## src/core/rsp_regs.vh

```
`ifndef RSP_REGS_VH
`define RSP_REGS_VH
// Baud selection codes
`define RSP_BAUD_4800    3'h0
`define RSP_BAUD_9600    3'h1
`define RSP_BAUD_19200   3'h2
`define RSP_BAUD_38400   3'h3
`define RSP_BAUD_57600   3'h4
`define RSP_BAUD_115200  3'h5
// Flow-control mode codes
`define RSP_FLOW_NONE    3'h0
`define RSP_FLOW_XONXOFF 3'h1
`define RSP_FLOW_DTRDSR  3'h2
`define RSP_FLOW_RTSCTS  3'h3
`define RSP_FLOW_MODEM   3'h4
// In-band control characters
`define RSP_CHAR_XOFF    8'h13
`define RSP_CHAR_XON     8'h11
// Receive fill thresholds
`define RSP_RX_HIGH      8'h64
`define RSP_RX_LOW       8'h50
// Clock rate in Hz
`define RSP_CLK_HZ       125000000
// Oversample-by-16 tick divisors per rate (one tick every divisor+1 clocks)
`define RSP_DIV_4800     16'h065b
`define RSP_DIV_9600     16'h032d
`define RSP_DIV_19200    16'h0196
`define RSP_DIV_38400    16'h00cb
`define RSP_DIV_57600    16'h0087
`define RSP_DIV_115200   16'h0043
`endif

```

## src/core/rsp_rx_mem.v

```verilog
`default_nettype none
// Receive buffer storage, registered read data
module rsp_rx_mem #(
  parameter AW = 7
) (
  input  wire         clk_i,
  input  wire         we_i,
  input  wire [AW-1:0] waddr_i,
  input  wire [7:0]   wdata_i,
  input  wire [AW-1:0] raddr_i,
  output reg  [7:0]   rdata_o
);
  reg [7:0] mem [0:(1<<AW)-1];

  // Storage and registered read port
  always @(posedge clk_i) begin
    if (we_i) begin
      mem[waddr_i] <= wdata_i;
    end
    rdata_o <= mem[raddr_i];
  end
endmodule // rsp_rx_mem
`default_nettype wire

```

## src/core/rsp_port.v

```verilog
`include "rsp_regs.vh"
`default_nettype none
//////////////////////////////////////////////////////////////////////////////
// Overview of operation
// - Line rate selectable among 4800 to 115200 baud; current rate readable.
// - Rate and mode held in storage untouched by any reset.
// - No-flow mode sends and receives without throttling.
// - Software mode: received 13h suspends transmission after current char.
// - Software mode: received 11h resumes transmission.
// - DTR/DSR mode: transmit only while DSR true.
// - DTR/DSR mode: DTR false near 100 buffered chars, true when space frees.
// - RTS/CTS mode: transmit only while CTS true.
// - RTS/CTS mode: RTS false near 100 buffered chars, true when space frees.
// - Mode readback reports none, software, DTR/DSR, RTS/CTS or modem.
module rsp_port #(
  parameter AW = 7
) (
  input  wire       clk_i,
  input  wire       resetn_i,
  input  wire       cfg_we_i,
  input  wire [2:0] cfg_baud_i,
  input  wire [2:0] cfg_flow_i,
  output reg  [2:0] baud_o,
  output reg  [2:0] flow_o,
  input  wire       tx_valid_i,
  input  wire [7:0] tx_data_i,
  output reg        tx_ready_o,
  output reg        rx_valid_o,
  output reg  [7:0] rx_data_o,
  input  wire       rx_ready_i,
  output reg        rx_overrun_o,
  output reg        txd_o,
  input  wire       rxd_i,
  input  wire       dsr_i,
  input  wire       cts_i,
  output reg        dtr_o,
  output reg        rts_o
);
  //////////////////////////////////////////////////////////////////////////
  // Reset release and pin synchronisers
  reg [1:0] rst_sync;
  wire      rst_n = rst_sync[1];
  reg [2:0] s1;
  reg [2:0] s2;

  always @(posedge clk_i or negedge resetn_i) begin
    if (!resetn_i) begin
      rst_sync <= 2'h0;
    end else begin
      rst_sync <= {rst_sync[0], 1'b1};
    end
  end

  // Two stages on each pin; idle line and deasserted handshakes after reset
  always @(posedge clk_i or negedge rst_n) begin
    if (!rst_n) begin
      s1 <= 3'h1;
      s2 <= 3'h1;
    end else begin
      s1 <= {cts_i, dsr_i, rxd_i};
      s2 <= s1;
    end
  end
  wire rxd = s2[0];
  wire dsr = s2[1];
  wire cts = s2[2];

  //////////////////////////////////////////////////////////////////////////
  // Settings: no reset, so neither preset nor reset disturbs them;
  // power persistence is the job of the nonvolatile store feeding cfg_*
  initial baud_o = `RSP_BAUD_9600;
  initial flow_o = `RSP_FLOW_NONE;
  always @(posedge clk_i) begin
    if (cfg_we_i && cfg_baud_i <= `RSP_BAUD_115200) begin
      baud_o <= cfg_baud_i;
    end
    if (cfg_we_i && cfg_flow_i <= `RSP_FLOW_MODEM) begin
      flow_o <= cfg_flow_i;
    end
  end

  // Oversample-by-16 tick divisor per rate, truncated
  reg [15:0] div16;
  always @* begin
    case (baud_o)
      `RSP_BAUD_4800:  div16 = `RSP_DIV_4800;
      `RSP_BAUD_9600:  div16 = `RSP_DIV_9600;
      `RSP_BAUD_19200: div16 = `RSP_DIV_19200;
      `RSP_BAUD_38400: div16 = `RSP_DIV_38400;
      `RSP_BAUD_57600: div16 = `RSP_DIV_57600;
      default:         div16 = `RSP_DIV_115200;
    endcase
  end

  reg [15:0] tick_cnt;
  reg        tick;
  always @(posedge clk_i or negedge rst_n) begin
    if (!rst_n) begin
      tick_cnt <= 16'h0;
      tick     <= 1'b0;
    end else if (tick_cnt >= div16) begin
      tick_cnt <= 16'h0;
      tick     <= 1'b1;
    end else begin
      tick_cnt <= tick_cnt + 16'h1;
      tick     <= 1'b0;
    end
  end

  //////////////////////////////////////////////////////////////////////////
  // Receiver: 8N1, sampled mid-bit on the x16 tick
  localparam RX_IDLE = 3'h1;
  localparam RX_DATA = 3'h2;
  localparam RX_STOP = 3'h4;
  reg [2:0] rx_st;
  reg [3:0] rx_ph;
  reg [2:0] rx_bit;
  reg [7:0] rx_sh;
  reg       rx_done;
  always @(posedge clk_i or negedge rst_n) begin
    if (!rst_n) begin
      rx_st   <= RX_IDLE;
      rx_ph   <= 4'h0;
      rx_bit  <= 3'h0;
      rx_sh   <= 8'h0;
      rx_done <= 1'b0;
    end else begin
      rx_done <= 1'b0;
      if (tick) begin
        case (rx_st)
          RX_IDLE: begin
            if (!rxd) begin
              rx_ph <= rx_ph + 4'h1;
              if (rx_ph == 4'h7) begin
                rx_ph  <= 4'h0;
                rx_bit <= 3'h0;
                rx_st  <= RX_DATA;
              end
            end else begin
              rx_ph <= 4'h0;
            end
          end
          RX_DATA: begin
            rx_ph <= rx_ph + 4'h1;
            if (rx_ph == 4'hf) begin
              rx_sh  <= {rxd, rx_sh[7:1]};
              rx_bit <= rx_bit + 3'h1;
              if (rx_bit == 3'h7) begin
                rx_st <= RX_STOP;
              end
            end
          end
          RX_STOP: begin
            rx_ph <= rx_ph + 4'h1;
            if (rx_ph == 4'hf) begin
              rx_done <= rxd; // Framing errors dropped
              rx_st   <= RX_IDLE;
            end
          end
          default: rx_st <= RX_IDLE;
        endcase
      end
    end
  end

  //////////////////////////////////////////////////////////////////////////
  // In-band pause; in software mode the control characters are consumed, not buffered
  wire sw_mode = (flow_o == `RSP_FLOW_XONXOFF);
  wire is_xoff = sw_mode && rx_sh == `RSP_CHAR_XOFF;
  wire is_xon  = sw_mode && rx_sh == `RSP_CHAR_XON;
  reg  paused;
  always @(posedge clk_i or negedge rst_n) begin
    if (!rst_n) begin
      paused <= 1'b0;
    end else if (!sw_mode) begin
      paused <= 1'b0;
    end else if (rx_done && is_xoff) begin
      paused <= 1'b1;
    end else if (rx_done && is_xon) begin
      paused <= 1'b0;
    end
  end

  //////////////////////////////////////////////////////////////////////////
  // Receive buffer with fill count
  localparam [AW:0] DEPTH = {1'b1, {AW{1'b0}}};
  reg           rd_pend;
  reg  [AW-1:0] wp;
  reg  [AW-1:0] rp;
  reg  [AW:0]   fill;
  wire [7:0]    mem_q;
  wire push = rx_done && !is_xoff && !is_xon && fill != DEPTH;
  wire pop  = fill != {(AW+1){1'b0}} && (!rx_valid_o || rx_ready_i) && !rd_pend;

  rsp_rx_mem #(.AW(AW)) u_mem (
    .clk_i   (clk_i),
    .we_i    (push),
    .waddr_i (wp),
    .wdata_i (rx_sh),
    .raddr_i (rp),
    .rdata_o (mem_q)
  );

  // Pointers, fill level and registered output stage
  always @(posedge clk_i or negedge rst_n) begin
    if (!rst_n) begin
      wp           <= {AW{1'b0}};
      rp           <= {AW{1'b0}};
      fill         <= {(AW+1){1'b0}};
      rd_pend      <= 1'b0;
      rx_valid_o   <= 1'b0;
      rx_data_o    <= 8'h0;
      rx_overrun_o <= 1'b0;
    end else begin
      rx_overrun_o <= rx_done && !is_xoff && !is_xon && fill == DEPTH;
      if (push) begin
        wp <= wp + {{(AW-1){1'b0}}, 1'b1};
      end
      if (pop) begin
        rp <= rp + {{(AW-1){1'b0}}, 1'b1};
      end
      fill    <= fill + {{AW{1'b0}}, push} - {{AW{1'b0}}, pop};
      rd_pend <= pop;
      if (rd_pend) begin
        rx_valid_o <= 1'b1;
        rx_data_o  <= mem_q;
      end else if (rx_ready_i) begin
        rx_valid_o <= 1'b0;
      end
    end
  end

  //////////////////////////////////////////////////////////////////////////
  // Handshake outputs with hysteresis so the line does not chatter
  wire hw_dtr = flow_o == `RSP_FLOW_DTRDSR || flow_o == `RSP_FLOW_MODEM;
  wire hw_rts = flow_o == `RSP_FLOW_RTSCTS || flow_o == `RSP_FLOW_MODEM;
  reg  full_ish;
  always @(posedge clk_i or negedge rst_n) begin
    if (!rst_n) begin
      full_ish <= 1'b0;
      dtr_o    <= 1'b0;
      rts_o    <= 1'b0;
    end else begin
      if (fill >= `RSP_RX_HIGH) begin
        full_ish <= 1'b1;
      end else if (fill <= `RSP_RX_LOW) begin
        full_ish <= 1'b0;
      end
      dtr_o <= hw_dtr ? !full_ish : 1'b1;
      rts_o <= hw_rts ? !full_ish : 1'b1;
    end
  end

  //////////////////////////////////////////////////////////////////////////
  // Transmit permission, checked only between characters
  wire tx_ok = !paused &&
               (!hw_dtr || dsr) &&
               (!hw_rts || cts);

  localparam TX_IDLE = 2'h1;
  localparam TX_SEND = 2'h2;
  reg [1:0] tx_st;
  reg [3:0] tx_ph;
  reg [3:0] tx_bit;
  reg [9:0] tx_sh;
  always @(posedge clk_i or negedge rst_n) begin
    if (!rst_n) begin
      tx_st      <= TX_IDLE;
      tx_ph      <= 4'h0;
      tx_bit     <= 4'h0;
      tx_sh      <= 10'h3ff;
      txd_o      <= 1'b1;
      tx_ready_o <= 1'b0;
    end else begin
      case (tx_st)
        TX_IDLE: begin
          txd_o      <= 1'b1;
          tx_ready_o <= tx_ok && !tx_ready_o;
          if (tx_ready_o && tx_valid_i) begin
            tx_sh      <= {1'b1, tx_data_i, 1'b0};
            tx_ph      <= 4'h0;
            tx_bit     <= 4'h0;
            tx_ready_o <= 1'b0;
            tx_st      <= TX_SEND;
          end
        end
        TX_SEND: begin
          tx_ready_o <= 1'b0;
          txd_o      <= tx_sh[0];
          if (tick) begin
            tx_ph <= tx_ph + 4'h1;
            if (tx_ph == 4'hf) begin
              tx_sh  <= {1'b1, tx_sh[9:1]};
              tx_bit <= tx_bit + 4'h1;
              if (tx_bit == 4'h9) begin
                tx_st <= TX_IDLE;
              end
            end
          end
        end
        default: tx_st <= TX_IDLE;
      endcase
    end
  end
endmodule // rsp_port
`default_nettype wire

```

## config.mk

```make
export PLATFORM = sky130hd
export DESIGN_NAME = rsp_port
export DESIGN_NICKNAME = d
export VERILOG_FILES = /design/src/core/rsp_rx_mem.v /design/src/core/rsp_port.v
export VERILOG_INCLUDE_DIRS = /design/src /design/src/core
export SDC_FILE = /design/constraint.sdc
export NUM_CORES = 1
export LEC_CHECK = 0
export ABC_AREA = 1
export BUFFER_PORTS_ARGS = -buffer_cell sky130_fd_sc_hd__buf_4
export CAP_MARGIN = 40
export CORE_ASPECT_RATIO = 0.8
export CORE_UTILIZATION = 55
export CTS_BUF_LIST = sky130_fd_sc_hd__clkbuf_4 sky130_fd_sc_hd__clkbuf_8
export CTS_CLUSTER_DIAMETER = 30
export DETAILED_ROUTE_END_ITERATION = 7
export PLACE_DENSITY = 0.73
export SYNTH_ARGS = -nofsm -noshare
export SYNTH_HDL_FRONTEND = slang
export SYNTH_SLANG_ARGS = --single-unit
```

## constraint.sdc

```tcl
create_clock -name clk_i -period 5.8 [get_ports clk_i]
set_input_delay 0.29 -clock clk_i [delete_from_list [all_inputs] [get_ports clk_i]]
set_output_delay 0.29 -clock clk_i [all_outputs]
set_load 0.05 [all_outputs]
```

==> run summary <==
The aggregate negative setup slack was 0 ns; the Yosys warning count was 0. Max-cap violations in this run came to 0. The wire length of the first global-routing pass was 189 mm; the number of buffer cells added on primary ports was 41. Counting flops with a built-in enable in the synthesized netlist gives 1030.

The analysis attributes to cell leakage a power of 22.5 nW. At the worst endpoint, the arrival time is 4.64 ns. The wire length per cell after detailed routing came out at 20.1 um. The logs give 0 for the residual antenna-violating net count after detailed routing and 0 for the number of buffers inserted to repair setup after CTS. In this run the worst path has a maximum fanout of 56.

The core region is 88000 um^2. The length in cells of the worst reg-to-reg path was 10; the site row count was 97. The die is 336 um wide. Clock period minus worst slack: 4.19 ns. The clock-pin transition on the worst setup and hold timing paths was 0.07 ns; the post-route clock period utilization was 0.722. Element type at the critical path end: a flop. The overall global routing resource usage was 0.276. The die is 269 um tall. The tools report the post-route standard cell area excluding fillers as 54500 um^2. The worst hold path belongs to the class primary input to flop. The synthesized area per cell was 10.3 um^2; the share of flip-flops with an asynchronous set or reset was 0.0895. Derived from the worst setup path, the maximum achievable clock frequency is 239 MHz.

For flop-to-flop paths, the worst setup slack is 1.61 ns. In this run, the number of DRC markers left after iteration 0 of detailed routing was 4469. The delay contributed by the slowest stage of the critical path works out to 0.91 ns. The critical path goes through inv_1 -> nand2_1 -> nor3_1 -> nand3_1 -> nand3_1 -> inv_1 -> nand4_1 -> buf_8 -> buf_4 -> nor2_1. The logs give 1 for the number of antenna violations at the first check in global routing and 33723 for the total vias in the final route. Power spread over the standard cell area amounts to 448 nW/um^2.

The floorplan step defined a die boundary enclosing 90500 um^2. The worst-case IR drop observed on VDD is 0.371 mV. The run gives 24.4 mW as the power consumption. Final hold analysis gives a worst-case slack of 0.113 ns. The worst slew margin relative to its limit was 0.343; the area share of the largest cell type after synthesis was 0.630. At the pin with the least slew margin, the transition time is 0.986 ns. The worst path meets setup with 1.61 ns of slack. The synthesized netlist occupies a cell area of 49100 um^2. For the worst clock skew on the final layout, the log shows 0.0400 ns. The number of setup violations in the final report was 0; the number of standard cells in the final layout excluding fillers was 6169. In this run the cell area measured after placement is 50600 um^2. The portion of the post-synthesis area used by sequential elements is 0.685. Once the clock tree was built, the resizer swapped 0 gates to a different size. The cell sitting at the root of the clock tree is a sky130_fd_sc_hd__clkbuf_8. In the routed layout, each cell is associated on average with a via count of 5.47.

The clock drives 1140 sinks. Setup repair after global routing left no endpoint under its margin. By area the synthesized netlist is led by sky130_fd_sc_hd__edfxtp_1 (63%), sky130_fd_sc_hd__nand2_1 (11%), sky130_fd_sc_hd__nor2_1 (4.8%). The share of post-route cells with drive strength above 1 is 0.0882.

Initial core utilization: 0.558. The tools report the count of endpoints failing hold in the final timing report as 0. No sink is reached through more buffers than the 3 on the longest clock path.

The run gives 0.620 as the final cell utilization of the core. The run gives 1.69 ns as the post-place setup slack. TritonCTS built the clock tree.

In the synthesized netlist the dominant register cell turns out to be sky130_fd_sc_hd__edfxtp_1. Buffers inserted during clock tree synthesis total 180. Global-route congestion overflow total: 0. The top cell type by total area after synthesis was sky130_fd_sc_hd__edfxtp_1. Once placement completed, the tool counted placed cells totaling 5824. The run gives 124 mm as the post-detailed-routing wire length. The flow ran to the end, and the final reports show no timing, DRC or antenna violations. By count the netlist is led by sky130_fd_sc_hd__nand2_1 (1397), sky130_fd_sc_hd__edfxtp_1 (1030), sky130_fd_sc_hd__nor2_1 (633). The number of cells traversed by the worst hold path is 2, and the count of TritonRoute iterations in the first routing pass is 6.

The netlist uses 39 different library cells. The synthesis-stage register bit count came out at 1140. The area growth from synthesis to final layout came out at 11.1%. In this run the critical register-to-register path is captured at u_mem.mem[56][7]$_DFFE_PP_. The logs give 0.86 ns for the source-to-sink clock delay at the later pin of the worst-skew pair and 72.9 mm for the HPWL reported at the end of detailed placement. By instance count, the leading cell after synthesis is sky130_fd_sc_hd__nand2_1. The net count of the finished layout is 4900. The beginning of the worst register-to-register path is rx_sh[3]$_DFFE_PN0P_. The number of levels the H-tree was split into was 4; the largest net degree at the start of global routing was 198.

For the final weighted congestion in routability-driven placement, the log shows 0.920. STA classifies the critical path startpoint as a flop. The cell with the largest stage delay on the worst path was sky130_fd_sc_hd__dfrtp_4. In this run the count of I/O pins placed on the die edge is 42. For this run, design rule violations remaining after detail routing come to 0.

Number of standard cells after synthesis: 4760. The tools report the max-slew violation count as 0. For the required time of the critical path, the log shows 6.25 ns.

The start-to-end type of the worst setup path was flop to flop. For hold timing, the worst endpoint is s1[0]$_DFF_PN1_. The via count of the first global-routing pass is 32217. In this run the most critical hold path is launched from rxd_i.
-- worst max path at each step --
stage / start / endpoint / slack, ns / cells after the start
3_5_place_dp: rx_sh[3]$_DFFE_PN0P_ / u_mem.mem[56][6]$_DFFE_PP_ / 1.69 / 10
6_report: rx_sh[3]$_DFFE_PN0P_ / u_mem.mem[56][7]$_DFFE_PP_ / 1.61 / 10
2_1_floorplan: rx_sh[3]$_DFFE_PN0P_ / fill[6]$_DFF_PN0_ / 1.71 / 15
5_1_grt: rx_sh[3]$_DFFE_PN0P_ / u_mem.mem[106][4]$_DFFE_PP_ / 1.47 / 9
3_3_place_gp: rx_sh[3]$_DFFE_PN0P_ / u_mem.mem[32][1]$_DFFE_PP_ / 1.32 / 9
4_1_cts: rx_sh[3]$_DFFE_PN0P_ / u_mem.mem[56][7]$_DFFE_PP_ / 1.64 / 10
-- area by class of cell --
class	instances	area (um^2)
Sequential cell	1140	33700
Antenna cell	1	2.50
Multi-Input combinational cell	2860	12300
Fill cell	6857	33400
Inverter	539	2040
Timing Repair Buffer	118	1230
Clock inverter	84	754
Tap cell	1188	1490
Clock buffer	239	3000
-- state kept, by name, summed over array words and instances, names as in the netlist, 8 cells and up --
register and count:
tick_cnt 16, u_mem.mem 1024, tx_sh 9, rx_data_o 8, u_mem.rdata_o 8, rx_sh 8, fill 8
-- cell usage in the layout, fill, tap and decap left out, types with 5 or more instances in the layout --
cell / synthesis / final
sky130_fd_sc_hd__nand4_1: 10 / 10
sky130_fd_sc_hd__buf_16: 0 / 8
sky130_fd_sc_hd__inv_1: 533 / 531
sky130_fd_sc_hd__o31ai_1: 9 / 9
sky130_fd_sc_hd__edfxtp_1: 1030 / 1030
sky130_fd_sc_hd__or2_2: 8 / 8
sky130_fd_sc_hd__clkbuf_8: 0 / 192
sky130_fd_sc_hd__bufinv_16: 0 / 12
sky130_fd_sc_hd__xor2_1: 21 / 21
sky130_fd_sc_hd__nor2_1: 633 / 632
sky130_fd_sc_hd__nand2_1: 1397 / 1397
sky130_fd_sc_hd__o211ai_1: 10 / 10
sky130_fd_sc_hd__clkbuf_4: 0 / 47
sky130_fd_sc_hd__mux2_2: 8 / 8
sky130_fd_sc_hd__nand3_1: 427 / 427
sky130_fd_sc_hd__nor3_1: 16 / 15
sky130_fd_sc_hd__dfrtp_1: 88 / 76
sky130_fd_sc_hd__dfrtp_4: 0 / 11
sky130_fd_sc_hd__xnor2_1: 8 / 8
sky130_fd_sc_hd__buf_4: 15 / 76
sky130_fd_sc_hd__buf_12: 1 / 9
sky130_fd_sc_hd__dfstp_2: 14 / 14
sky130_fd_sc_hd__clkinv_1: 2 / 33
sky130_fd_sc_hd__o21ai_0: 208 / 208
sky130_fd_sc_hd__ha_1: 38 / 38
sky130_fd_sc_hd__a21oi_1: 35 / 35
sky130_fd_sc_hd__conb_1: 2 / 5
sky130_fd_sc_hd__clkinv_2: 0 / 19
sky130_fd_sc_hd__dfxtp_1: 8 / 8
sky130_fd_sc_hd__clkinvlp_4: 0 / 16
sky130_fd_sc_hd__o21ai_1: 13 / 13
sky130_fd_sc_hd__dlygate4sd3_1: 0 / 21
-- power by group --
part	total [mW]	internal [mW]	leakage [nW]	switching, mW
Combinational	7.87	2.23	9.59	5.64
Clock	7.09	3.91	1.92	3.18
Sequential	9.46	9.10	11.0	0.364
-- routing by layer --
metal,GRT usage,part of all wire,vias up
met1,0.405,0.42,15949
met4,0.0866,0.025,0
met3,0.0670,0.11,225
met5,0,0,-
li1,-,-,15728
met2,0.408,0.44,1821
-- critical path, delay by kind of cell (launching register included) --
family	cells	cell delay [ns]
AND/OR/NAND/NOR	6	1.73
flip-flops	1	0.91
buffers and inverters	4	1.13
-- timing repair --
action                     CTS  global route
hold buffers                21             0
hold endpoints to repair    27             0
setup endpoints to repair    0             0
-- cell families (layout without fill, tap and decap cells) --
| logic type | Yosys count | in the layout | share of synthesized area |
|---|---|---|---|
| AND/OR/NAND/NOR | 2494 | 2494 | 0.203 |
| flip-flops | 1140 | 1140 | 0.685 |
| buffers and inverters | 763 | 980 | 0.0638 |
| AO/OA/AOI/OAI | 285 | 285 | 0.0305 |
| adder cells (fa/ha/maj) | 39 | 39 | 0.0101 |
| XOR/XNOR | 29 | 29 | 0.00517 |
| multiplexers | 8 | 8 | 0.00183 |
| other | 2 | 6 | 0.000153 |
Note: power is estimated with default switching activity, not from simulation.
